==> config.mk <==
export PLATFORM = sky130hd
export DESIGN_NAME = vca_aligner
export DESIGN_NICKNAME = d
export VERILOG_FILES = /design/src/hw/vca_pkg.sv /design/src/hw/vca_fifo.sv /design/src/hw/vca_ptr_fmt.sv /design/src/hw/vca_aligner.sv
export SDC_FILE = /design/constraint.sdc
export NUM_CORES = 1
export LEC_CHECK = 0
export BUFFER_PORTS_ARGS = -buffer_cell sky130_fd_sc_hd__buf_2
export CORE_UTILIZATION = 60
export CTS_CLUSTER_DIAMETER = 80
export DETAILED_ROUTE_END_ITERATION = 8
export GPL_TIMING_DRIVEN = 1
export HOLD_SLACK_MARGIN = 0.03
export PLACE_DENSITY_LB_ADDON = 0.2
export SLEW_MARGIN = 20
export SYNTH_ARGS = -nofsm -noshare
export SYNTH_HDL_FRONTEND = slang
export SYNTH_HIERARCHICAL = 1
export SYNTH_SLANG_ARGS = --single-unit
==> constraint.sdc <==
create_clock -name clk_sys_i -period 4.77 [get_ports clk_sys_i]
set_input_delay 0.2385 -clock clk_sys_i [delete_from_list [all_inputs] [get_ports clk_sys_i]]
set_output_delay 0.2385 -clock clk_sys_i [all_outputs]
set_load 0.005 [all_outputs]
==> src/hw/vca_pkg.sv <==
package vca_pkg;
   localparam int VCA_DATA_W = 8;
   localparam int VCA_FIFO_DEPTH = 16;
   localparam int VCA_FIFO_AW = 4;
   localparam int VCA_WORD_W = 9;
   localparam int VCA_TAG_BIT = 8;
   localparam int VCA_OFS_W = 10;
   localparam logic [9:0] VCA_OFS_MAX = 10'h30A;
   localparam logic [9:0] VCA_OFS_ZERO = 10'h000;
   localparam logic [3:0] VCA_NDF_ON = 4'h9;
   localparam logic [3:0] VCA_NDF_OFF = 4'h6;
   localparam logic [1:0] VCA_SS_SDH = 2'h2;
   localparam logic [1:0] VCA_SS_SONET = 2'h0;
   localparam logic [1:0] VCA_HOLD_FRAMES = 2'h3;
   localparam logic [1:0] VCA_AIS_FRAMES = 2'h3;
   localparam logic [7:0] VCA_ONES = 8'hFF;
   localparam logic [9:0] VCA_I_MASK = 10'h2AA;
   localparam logic [9:0] VCA_D_MASK = 10'h155;
   localparam logic [4:0] VCA_FILL_RESET = 5'h00;
   typedef enum logic [2:0] {
      VCA_ST_STEADY = 3'b000,
      VCA_ST_ALARM = 3'b001,
      VCA_ST_NEWPTR = 3'b010,
      VCA_ST_POSJ = 3'b011,
      VCA_ST_NEGJ = 3'b100
   } vca_state_t;
endpackage

==> src/hw/vca_fifo.sv <==
`timescale 1ns/1ns
module vca_fifo
   import vca_pkg::*;
#(
   parameter int WIDTH = VCA_WORD_W,
   parameter int DEPTH = VCA_FIFO_DEPTH,
   parameter int AW = VCA_FIFO_AW
) (
   input wire logic clk_sys_i,
   input wire logic resetn_i,
   input wire logic flush_i,
   input wire logic in_valid_i,
   output logic in_ready_o,
   input wire logic [WIDTH-1:0] in_data_i,
   output logic out_valid_o,
   input wire logic out_ready_i,
   output logic [WIDTH-1:0] out_data_o,
   output logic [AW:0] fill_o
);
   logic [WIDTH-1:0] mem [DEPTH];
   logic [AW:0] wr_q;
   logic [AW:0] rd_q;
   wire push = in_valid_i && in_ready_o;
   wire pop = out_valid_o && out_ready_i;
   assign fill_o = wr_q - rd_q;
   assign in_ready_o = (fill_o != (AW+1)'(DEPTH));
   assign out_valid_o = (fill_o != '0);
   assign out_data_o = mem[rd_q[AW-1:0]];
   always_ff @(posedge clk_sys_i) begin
      if (push) begin
         mem[wr_q[AW-1:0]] <= in_data_i;
      end
   end
   always_ff @(posedge clk_sys_i or negedge resetn_i) begin
      if (!resetn_i) begin
         wr_q <= '0;
         rd_q <= '0;
      end else if (flush_i) begin
         wr_q <= '0;
         rd_q <= '0;
      end else begin
         if (push) begin
            wr_q <= wr_q + 1'b1;
         end
         if (pop) begin
            rd_q <= rd_q + 1'b1;
         end
      end
   end
endmodule

==> src/hw/vca_ptr_fmt.sv <==
`timescale 1ns/1ns
module vca_ptr_fmt
   import vca_pkg::*;
(
   input wire logic [3:0] ndf_i,
   input wire logic sdh_mode_i,
   input wire logic [9:0] value_i,
   input wire logic all_ones_i,
   output logic [7:0] h1_o,
   output logic [7:0] h2_o
);
   wire [1:0] ss = sdh_mode_i ? VCA_SS_SDH : VCA_SS_SONET;
   wire [15:0] word = {ndf_i, ss, value_i};
   assign h1_o = all_ones_i ? VCA_ONES : word[15:8];
   assign h2_o = all_ones_i ? VCA_ONES : word[7:0];
endmodule

==> src/hw/vca_aligner.sv <==
`timescale 1ns/1ns
// Notes on behaviour
// - outgoing pointer follows phase between incoming and outgoing overhead, adjusted by justifications
// - every incoming payload byte incl. path overhead enters the store at incoming rate
// - each store word is one data byte plus a J1 marker bit
// - write also on negative stuff byte on negative justification; skip positive stuff byte on positive justification
// - read on outgoing negative stuff when decrementing; skip outgoing positive stuff when incrementing
// - fill under low threshold asks increment, over high threshold asks decrement
// - overflow or underflow detected; optionally path AIS sent for three frames
// - pointer generator makes H1/H2; one shared machine for mixed concatenations
// - five states; steady leaves for justify or new pointer only at an outgoing frame start
// - alarm entry and exit follow upstream interpreter alarm, lost or valid
// - justify and new-pointer states return to steady by themselves after one pointer
// - justify request counts only if last action over three frames ago
// - offset break on incoming enabled new data flag or store overflow/underflow
// - increment: flag off, I bits inverted, stuff after H3, offset plus one
// - decrement: flag off, D bits inverted, data in H3, offset minus one
// - new pointer: adopt new offset, send flag on with that offset
// - steady: flag off with current active offset
// - alarm: pointer and payload all ones, offset undefined
// - new data flag nibble 1001 when on, 0110 when off
// - SS bits 10 in SDH mode
module vca_aligner
   import vca_pkg::*;
(
   input wire logic clk_sys_i,
   input wire logic resetn_i,
   input wire logic [4:0] fill_low_i,
   input wire logic [4:0] fill_high_i,
   input wire logic slip_ais_en_i,
   input wire logic sdh_mode_i,
   input wire logic in_byte_i,
   input wire logic [7:0] in_data_i,
   input wire logic in_j1_i,
   input wire logic in_neg_stuff_i,
   input wire logic in_pos_stuff_i,
   input wire logic in_neg_just_i,
   input wire logic in_pos_just_i,
   input wire logic in_new_pointer_i,
   input wire logic [9:0] in_offset_i,
   input wire logic upstream_pointer_alarm_i,
   input wire logic upstream_pointer_lost_i,
   input wire logic upstream_pointer_valid_i,
   input wire logic out_frame_i,
   input wire logic out_h1_i,
   input wire logic out_h2_i,
   input wire logic out_h3_i,
   input wire logic out_after_h3_i,
   input wire logic out_payload_i,
   output logic [7:0] out_data_o,
   output logic out_j1_o,
   output logic out_valid_o,
   output logic [2:0] state_o,
   output logic [9:0] active_offset_o,
   output logic slip_event_o,
   output logic alarm_event_o
);
   vca_state_t state_q, state_d;
   logic [9:0] ofs_q, ofs_d;
   logic [9:0] new_ofs_q;
   logic [1:0] hold_q;
   logic [1:0] ais_q;
   logic break_q;
   logic [7:0] data_q;
   logic j1_q;
   logic valid_q;
   logic slip_q;
   logic alarm_ev_q;
   logic [4:0] fill;
   logic fifo_in_ready;
   logic fifo_out_valid;
   logic [8:0] fifo_word;
   logic [7:0] ptr_h1, ptr_h2;
   logic [3:0] ndf_sel;
   logic [9:0] ptr_val;

   // bounded wrap keeps the offset legal across justifications
   function automatic logic [9:0] ofs_step(input logic [9:0] v, input logic up);
      if (up) begin
         ofs_step = (v == VCA_OFS_MAX) ? VCA_OFS_ZERO : v + 10'h001;
      end else begin
         ofs_step = (v == VCA_OFS_ZERO) ? VCA_OFS_MAX : v - 10'h001;
      end
   endfunction

   // write side: the negative stuff byte is part of the stream only on negative justification, the positive one except on positive justification
   wire wr_byte = in_byte_i && (!in_pos_stuff_i || !in_pos_just_i)
                  && (!in_neg_stuff_i || in_neg_just_i);
   wire wr_req = wr_byte;
   wire overflow = wr_req && !fifo_in_ready;
   wire in_alarm = (state_q == VCA_ST_ALARM);
   // read side: payload bytes, plus H3 on decrement, minus after-H3 on increment
   wire rd_slot = (out_payload_i && !(out_after_h3_i && state_q == VCA_ST_POSJ))
                  || (out_h3_i && state_q == VCA_ST_NEGJ);
   wire rd_req = rd_slot && !in_alarm;
   wire underflow = rd_req && !fifo_out_valid;
   wire slip = overflow || underflow;
   wire frame_break = in_new_pointer_i || slip || break_q;
   wire hold_done = (hold_q == '0);
   wire fill_low_event = (fill < fill_low_i) && hold_done;
   wire fill_high_event = (fill > fill_high_i) && hold_done;
   wire upstream_bad = upstream_pointer_alarm_i || upstream_pointer_lost_i;
   wire ais_out = in_alarm || (ais_q != '0);

   vca_fifo #(
      .WIDTH(VCA_WORD_W),
      .DEPTH(VCA_FIFO_DEPTH),
      .AW(VCA_FIFO_AW)
   ) u_elastic_store (
      .clk_sys_i(clk_sys_i),
      .resetn_i(resetn_i),
      .flush_i(slip),
      .in_valid_i(wr_req),
      .in_ready_o(fifo_in_ready),
      .in_data_i({in_j1_i, in_data_i}),
      .out_valid_o(fifo_out_valid),
      .out_ready_i(rd_req),
      .out_data_o(fifo_word),
      .fill_o(fill)
   );

   // pointer pattern per state
   assign ndf_sel = (state_q == VCA_ST_NEWPTR) ? VCA_NDF_ON : VCA_NDF_OFF;
   assign ptr_val = (state_q == VCA_ST_POSJ) ? (ofs_q ^ VCA_I_MASK) :
                    (state_q == VCA_ST_NEGJ) ? (ofs_q ^ VCA_D_MASK) :
                    ofs_q;

   vca_ptr_fmt u_ptr_fmt (
      .ndf_i(ndf_sel),
      .sdh_mode_i(sdh_mode_i),
      .value_i(ptr_val),
      .all_ones_i(ais_out),
      .h1_o(ptr_h1),
      .h2_o(ptr_h2)
   );

   // one shared machine; channel slots come from the frame timing inputs
   always_comb begin
      state_d = state_q;
      ofs_d = ofs_q;
      case (state_q)
         VCA_ST_STEADY: begin
            if (upstream_bad) begin
               state_d = VCA_ST_ALARM;
            end else if (out_frame_i && frame_break) begin
               state_d = VCA_ST_NEWPTR;
            end else if (out_frame_i && fill_low_event) begin
               state_d = VCA_ST_POSJ;
            end else if (out_frame_i && fill_high_event) begin
               state_d = VCA_ST_NEGJ;
            end
         end
         VCA_ST_ALARM: begin
            if (upstream_pointer_valid_i && !upstream_bad) begin
               state_d = VCA_ST_NEWPTR;
            end
         end
         VCA_ST_NEWPTR: begin
            if (out_frame_i) begin
               state_d = VCA_ST_STEADY;
            end
         end
         VCA_ST_POSJ: begin
            if (out_frame_i) begin
               state_d = VCA_ST_STEADY;
               ofs_d = ofs_step(ofs_q, 1'b1);
            end
         end
         VCA_ST_NEGJ: begin
            if (out_frame_i) begin
               state_d = VCA_ST_STEADY;
               ofs_d = ofs_step(ofs_q, 1'b0);
            end
         end
         default: begin
            state_d = VCA_ST_ALARM;
         end
      endcase
      if (upstream_bad && state_q != VCA_ST_ALARM) begin
         state_d = VCA_ST_ALARM;
      end
      if (state_d == VCA_ST_NEWPTR && state_q != VCA_ST_NEWPTR) begin
         ofs_d = new_ofs_q;
      end
   end

   always_ff @(posedge clk_sys_i or negedge resetn_i) begin
      if (!resetn_i) begin
         state_q <= VCA_ST_ALARM;
         ofs_q <= VCA_OFS_ZERO;
      end else begin
         state_q <= state_d;
         ofs_q <= ofs_d;
      end
   end

   // latest incoming phase is the candidate for the next new pointer
   always_ff @(posedge clk_sys_i or negedge resetn_i) begin
      if (!resetn_i) begin
         new_ofs_q <= VCA_OFS_ZERO;
      end else if (in_new_pointer_i || in_j1_i) begin
         new_ofs_q <= in_offset_i;
      end
   end

   // a break seen mid-frame waits for the next frame boundary; set wins over clear
   always_ff @(posedge clk_sys_i or negedge resetn_i) begin
      if (!resetn_i) begin
         break_q <= 1'b0;
      end else if (in_new_pointer_i || slip) begin
         break_q <= 1'b1;
      end else if (state_q == VCA_ST_NEWPTR) begin
         break_q <= 1'b0;
      end
   end

   // frames left to wait after the last justification, new pointer or alarm
   always_ff @(posedge clk_sys_i or negedge resetn_i) begin
      if (!resetn_i) begin
         hold_q <= VCA_HOLD_FRAMES;
      end else if (out_frame_i && state_q != VCA_ST_STEADY) begin
         hold_q <= VCA_HOLD_FRAMES;
      end else if (out_frame_i && !hold_done) begin
         hold_q <= hold_q - 2'h1;
      end
   end

   // slip AIS lasts three outgoing frames; a slip during it restarts the count
   always_ff @(posedge clk_sys_i or negedge resetn_i) begin
      if (!resetn_i) begin
         ais_q <= '0;
      end else begin
         if (slip && slip_ais_en_i) begin
            ais_q <= VCA_AIS_FRAMES;
         end else if (out_frame_i && ais_q != '0) begin
            ais_q <= ais_q - 2'h1;
         end
      end
   end

   // output byte: pointer, justification slots, payload or all ones
   wire [7:0] pay_byte = ais_out ? VCA_ONES : fifo_word[VCA_DATA_W-1:0];
   wire [7:0] out_sel = out_h1_i ? ptr_h1 :
                        out_h2_i ? ptr_h2 :
                        pay_byte;
   wire out_any = out_h1_i || out_h2_i || rd_req || (out_payload_i && ais_out);

   always_ff @(posedge clk_sys_i or negedge resetn_i) begin
      if (!resetn_i) begin
         data_q <= VCA_ONES;
         j1_q <= 1'b0;
         valid_q <= 1'b0;
      end else begin
         data_q <= out_sel;
         j1_q <= rd_req && fifo_word[VCA_TAG_BIT] && !ais_out;
         valid_q <= out_any;
      end
   end

   always_ff @(posedge clk_sys_i or negedge resetn_i) begin
      if (!resetn_i) begin
         slip_q <= 1'b0;
         alarm_ev_q <= 1'b0;
      end else begin
         slip_q <= slip;
         alarm_ev_q <= (state_d == VCA_ST_ALARM) != (state_q == VCA_ST_ALARM);
      end
   end

   assign out_data_o = data_q;
   assign out_j1_o = j1_q;
   assign out_valid_o = valid_q;
   assign state_o = state_q;
   assign active_offset_o = ofs_q;
   assign slip_event_o = slip_q;
   assign alarm_event_o = alarm_ev_q;

   a_upstream_alarm: assert property (@(posedge clk_sys_i) disable iff (!resetn_i)
      upstream_bad |=> state_q == VCA_ST_ALARM)
      else $error("alarm not entered");
   a_posj_returns: assert property (@(posedge clk_sys_i) disable iff (!resetn_i)
      (state_q == VCA_ST_POSJ && out_frame_i && !upstream_bad) |=> state_q == VCA_ST_STEADY)
      else $error("increment did not return");
   a_negj_returns: assert property (@(posedge clk_sys_i) disable iff (!resetn_i)
      (state_q == VCA_ST_NEGJ && out_frame_i && !upstream_bad) |=> state_q == VCA_ST_STEADY)
      else $error("decrement did not return");
   a_newptr_returns: assert property (@(posedge clk_sys_i) disable iff (!resetn_i)
      (state_q == VCA_ST_NEWPTR && out_frame_i && !upstream_bad) |=> state_q == VCA_ST_STEADY)
      else $error("new pointer did not return");
   a_posj_offset: assert property (@(posedge clk_sys_i) disable iff (!resetn_i)
      (state_q == VCA_ST_POSJ && out_frame_i && !upstream_bad) |=> ofs_q == ofs_step($past(ofs_q), 1'b1))
      else $error("offset not incremented");
   a_negj_offset: assert property (@(posedge clk_sys_i) disable iff (!resetn_i)
      (state_q == VCA_ST_NEGJ && out_frame_i && !upstream_bad) |=> ofs_q == ofs_step($past(ofs_q), 1'b0))
      else $error("offset not decremented");
   a_posj_h2: assert property (@(posedge clk_sys_i) disable iff (!resetn_i)
      (state_q == VCA_ST_POSJ && !ais_out && out_h2_i) |=> out_data_o == ($past(ofs_q[7:0]) ^ VCA_I_MASK[7:0]))
      else $error("increment pointer wrong");
   a_negj_h2: assert property (@(posedge clk_sys_i) disable iff (!resetn_i)
      (state_q == VCA_ST_NEGJ && !ais_out && out_h2_i) |=> out_data_o == ($past(ofs_q[7:0]) ^ VCA_D_MASK[7:0]))
      else $error("decrement pointer wrong");
   a_negj_read: assert property (@(posedge clk_sys_i) disable iff (!resetn_i)
      (state_q == VCA_ST_NEGJ && out_h3_i && fifo_out_valid && !wr_req) |=> fill == $past(fill) - 5'h01)
      else $error("no read in stuff slot");
   a_newptr_offset: assert property (@(posedge clk_sys_i) disable iff (!resetn_i)
      (state_d == VCA_ST_NEWPTR && state_q != VCA_ST_NEWPTR) |=> ofs_q == $past(new_ofs_q))
      else $error("new offset not adopted");
   a_steady_offset: assert property (@(posedge clk_sys_i) disable iff (!resetn_i)
      (state_q == VCA_ST_STEADY && state_d == VCA_ST_STEADY) |=> $stable(ofs_q))
      else $error("steady offset moved");
   a_alarm_ones: assert property (@(posedge clk_sys_i) disable iff (!resetn_i)
      (in_alarm && (out_h1_i || out_payload_i)) |=> out_data_o == VCA_ONES)
      else $error("alarm bytes not all ones");
   a_alarm_h2: assert property (@(posedge clk_sys_i) disable iff (!resetn_i)
      (in_alarm && out_h2_i) |=> out_data_o == VCA_ONES)
      else $error("alarm second byte not all ones");
   a_ndf_steady: assert property (@(posedge clk_sys_i) disable iff (!resetn_i)
      (state_q == VCA_ST_STEADY && !ais_out && out_h1_i) |=> out_data_o[7:4] == VCA_NDF_OFF)
      else $error("steady flag wrong");
   a_ndf_new: assert property (@(posedge clk_sys_i) disable iff (!resetn_i)
      (state_q == VCA_ST_NEWPTR && !ais_out && out_h1_i) |=> out_data_o[7:4] == VCA_NDF_ON)
      else $error("new pointer flag wrong");
   a_ss_sdh: assert property (@(posedge clk_sys_i) disable iff (!resetn_i)
      (sdh_mode_i && !ais_out && out_h1_i) |=> out_data_o[3:2] == VCA_SS_SDH)
      else $error("ss bits wrong");
   a_hold_gate: assert property (@(posedge clk_sys_i) disable iff (!resetn_i)
      (state_q == VCA_ST_STEADY && hold_q != '0) |=> (state_q != VCA_ST_POSJ && state_q != VCA_ST_NEGJ))
      else $error("justification too soon");
   a_fill_low: assert property (@(posedge clk_sys_i) disable iff (!resetn_i)
      (state_q == VCA_ST_STEADY && out_frame_i && !upstream_bad && !frame_break && hold_done && fill < fill_low_i)
      |=> state_q == VCA_ST_POSJ) else $error("increment not started");
   a_fill_high: assert property (@(posedge clk_sys_i) disable iff (!resetn_i)
      (state_q == VCA_ST_STEADY && out_frame_i && !upstream_bad && !frame_break && hold_done && !(fill < fill_low_i)
      && fill > fill_high_i) |=> state_q == VCA_ST_NEGJ) else $error("decrement not started");
   a_slip_ais: assert property (@(posedge clk_sys_i) disable iff (!resetn_i)
      (slip && slip_ais_en_i) |=> ais_q == VCA_AIS_FRAMES)
      else $error("slip AIS not started");
   a_slip_flush: assert property (@(posedge clk_sys_i) disable iff (!resetn_i)
      slip |=> fill == '0)
      else $error("store not emptied after slip");
   a_slip_event: assert property (@(posedge clk_sys_i) disable iff (!resetn_i)
      slip |=> slip_event_o)
      else $error("slip event missing");
   a_alarm_event: assert property (@(posedge clk_sys_i) disable iff (!resetn_i)
      $changed(in_alarm) |-> alarm_event_o)
      else $error("alarm event missing");
   a_j1_valid: assert property (@(posedge clk_sys_i) disable iff (!resetn_i)
      out_j1_o |-> out_valid_o)
      else $error("marker without valid byte");
endmodule

==> flow_metrics.env <==
export IMPL_routed_wl_mm=19.45
export IMPL_grt_max_degree=51
export IMPL_dieArea_sq_mm=0.01591
export IMPL_syn2layout_area_growth_pct=11.97
export IMPL_cts_tree="yes"
export IMPL_yosysWarnings=6
export IMPL_fin_skew_ns=0.01011
export IMPL_instances_no_fill=899
export IMPL_antenna_found_initial=0
export IMPL_grt_pass1_vias=5744
export IMPL_port_buffers=72
export IMPL_yosys_most_used_dff="edfxtp_1"
export IMPL_num_vias=5689
export IMPL_max_stage_delay_ns=0.57
export IMPL_worst_pin_slew_ns=1.058
export IMPL_setup_viol=0
export IMPL_synth_top_family_by_area="multiplexers"
export IMPL_layout_common_cells="edfxtp_1 (144), buf_2 (72), mux4_2 (45)"
export IMPL_nets=770
export IMPL_grt_setup_unrepaired="no"
export IMPL_period_share=0.8671
export IMPL_status="finished, final reports clean"
export IMPL_hp_class="input pin to flop"
export IMPL_cts_made_buffers=17
export IMPL_maxCapViolCount=0
export IMPL_final_util=0.6834
export IMPL_clk_pin_slew_ns=0.07
export IMPL_cp_slowest_cell="nor4_4"
export IMPL_worst_path_most_repeated_cell="inv_1"
export IMPL_hold_viol=0
export IMPL_layout_commonest_cell="edfxtp_1"
export IMPL_cp_max_fo=11
export IMPL_rrSetupSlack_ns=0.63
export IMPL_synth_fa_ha_area_frac=0.03330
export IMPL_route_detailed_drc=0
export IMPL_drt_iter0_drc=461
export IMPL_drive_above_1_share=0.2813
export IMPL_post_cts_setup_buffers=0
export IMPL_wire_per_inst_um=21.63
export IMPL_fin_hold_ws_ns=0.04307
export IMPL_crit_cells=15
export IMPL_die_w_um=126.1
export IMPL_clock_root_buffer="clkbuf_16"
export IMPL_rr_startpoint="u_elastic_store/wr_q[0]$_DFFE_PN0P_"
export IMPL_coreArea_sq_mm=0.01515
export IMPL_placed_cells=865
export IMPL_start_kind="flop"
export IMPL_synth_seq_area_share=0.6046
export IMPL_ys_async_sr_fraction=0.2577
export IMPL_rows=45
export IMPL_p_total_mw=5.354
export IMPL_critPathLaunch="u_elastic_store/wr_q[0]$_DFFE_PN0P_"
export IMPL_fmax_mhz=241.8
export IMPL_arrival_ns=4.45
export IMPL_antenna_cells=0
export IMPL_synth_simple_gate_area_share=0.09448
export IMPL_post_route_min_period_ns=4.136
export IMPL_num_io_pins=73
export IMPL_critPathCapture="active_offset_o[5]$_DFFE_PN0P_"
export IMPL_grt_overflow_total=0
export IMPL_clkLatencyLatePin_ns=0.42
export IMPL_p_leak_nw=3.812
export IMPL_antenna_left=0
export IMPL_synth_compound_area_frac=0.08663
export IMPL_postSynthAreaPerCell_sq_um=14.63
export IMPL_max_slew_margin_rel=0.2922
export IMPL_r2r_end="active_offset_o[5]$_DFFE_PN0P_"
export IMPL_start_util=0.6103
export IMPL_worst_setup_path_end_kind="flop"
export IMPL_synth_nets=704
export IMPL_netlist_instances=632
export IMPL_reg2reg_depth=15
export IMPL_p_per_area_mw_per_mm2=517.3
export IMPL_grt_pass1_wl_mm=31.05
export IMPL_n_fill_cell=1034
export IMPL_path_cells="inv_1 -> ha_1 -> inv_1 -> fa_1 -> nor3b_1 -> nand4b_2 -> a2bb2oi_2 -> inv_1 -> inv_1 -> o221ai_2 -> o22ai_2 -> o31ai_1 -> a31o_2 -> nor4_4 -> mux2_2"
export IMPL_die_h_um=126.1
export IMPL_htreeDepth=4
export IMPL_clk_path_buf_depth=2
export IMPL_peakVddDrop_v=0.0003214
export IMPL_synth_edf_count=144
export IMPL_crit_family="compound AO/OA/AOI/OAI gates"
export IMPL_synth_cell_types=71
export IMPL_synth_area_sq_mm=0.009244
export IMPL_timing_setup_tns_ns=0
export IMPL_critPathKind="flop to flop"
export IMPL_dr_pass1_iters=5
export IMPL_synth_xor_area_share=0.01326
export IMPL_cp_num_buf_inv=4
export IMPL_cts_sinks=194
export IMPL_grt_use_total=0.2621
export IMPL_avgViaCountPerCell=6.328
export IMPL_synthMuxAreaShare=0.1351
export IMPL_routabilityCongestion=0.8736
export IMPL_dp_hpwl_mm=12.75
export IMPL_drv_slew=0
export IMPL_cp_required_ns=5.08
export IMPL_synth_seq_cells=194
cell type report:
type                            instances  area [sq um]  share of cell area
Sequential cell                       194          5590              0.5401
Inverter                               31         116.4             0.01124
Timing Repair Buffer                   81         432.9             0.04183
Clock buffer                           19         432.9             0.04183
Multi-Input combinational cell        373          3366              0.3252
Clock inverter                         13         176.4             0.01705
Tap cell                              188         235.2             0.02273
how the worst min path moves through the flow:
stage,start,endpoint,slack [ns],cells past startpoint
6_report,in_offset_i[4],new_ofs_q[4]$_DFFE_PN0P_,0.04,2
5_1_grt,in_offset_i[8],new_ofs_q[8]$_DFFE_PN0P_,0.03,2
4_1_cts,in_offset_i[8],new_ofs_q[8]$_DFFE_PN0P_,0.03,2
3_5_place_dp,resetn_i,ais_q[0]$_DFFE_PN0P_,0.40,2
3_3_place_gp,resetn_i,u_elastic_store/wr_q[4]$_DFFE_PN0P_,0.38,2
2_1_floorplan,resetn_i,active_offset_o[0]$_DFFE_PN0P_,-0.06,0
repair_timing:
action                                 4_1_cts  5_1_grt
hold buffers                                 2        0
endpoints found under the hold margin       40        0
resized for setup                            0        0
cells in the mapped netlist (all sizes together), types with 5 or more instances:
master | instances | area [sq um]
or3 | 10 | 67.56
inv | 31 | 116.4
mux2 | 20 | 225.2
a22oi | 5 | 37.54
nand3 | 7 | 35.03
edfxtp | 144 | 4324
a31oi | 9 | 56.30
or2 | 15 | 93.84
ha | 23 | 287.8
and3 | 13 | 81.33
mux4 | 45 | 1013
clkbuf | 18 | 68.81
nor3 | 5 | 25.02
buf | 16 | 116.4
xnor2 | 7 | 61.31
dfstp | 11 | 289.0
dfrtp | 39 | 975.9
a21oi | 30 | 150.1
xor2 | 7 | 61.31
o31ai | 11 | 82.58
nand2 | 37 | 138.9
nor2b | 5 | 31.28
nand2b | 13 | 81.33
nor2 | 16 | 65.06
o21ai | 33 | 165.2
through the flow:
step,instance area (sq um),worst slack [ns]
after CTS,10350,0.6326
after detailed placement,9721,0.6439
after global placement,9721,0.8369
after global routing,10350,0.2874
final,10350,0.6340
after floorplan,9244,0.8587
power breakdown:
group / internal, mW / total, mW / leakage (nW) / switching [mW]
sequential: 1.98 / 2.18 / 1.90 / 0.193
combinational: 0.818 / 1.71 / 1.62 / 0.893
clock: 0.836 / 1.47 / 0.295 / 0.631
registers in the layout, summed over array words and instances, names as in the netlist, 2 cells and up:
register	flops
new_ofs_q	10
state_o	3
active_offset_o	10
u_elastic_store/wr_q	5
hold_q	2
u_elastic_store/mem	144
u_elastic_store/rd_q	5
ais_q	2
out_data_o	8
per-layer routing:
| metal | GRT usage | up-vias | wire length (um) |
|---|---|---|---|
| li1 | - | 2571 | - |
| met1 | 0.3547 | 2904 | 8430 |
| met2 | 0.4274 | 191 | 9648 |
| met3 | 0.05140 | 23 | 1039 |
| met4 | 0.09355 | 0 | 329 |
| met5 | 0 | - | 0 |
kinds of logic (layout without fill, tap and decap cells):
| kind of cell | after synthesis | in the layout |
|---|---|---|
| buf+inv | 65 | 144 |
| xor+xnor | 14 | 14 |
| fa+ha+maj | 24 | 24 |
| simple gates | 150 | 150 |
| flops | 194 | 194 |
| compound gates | 119 | 119 |
| mux | 66 | 66 |
No activity file was read; power rests on OpenSTA's default activity.
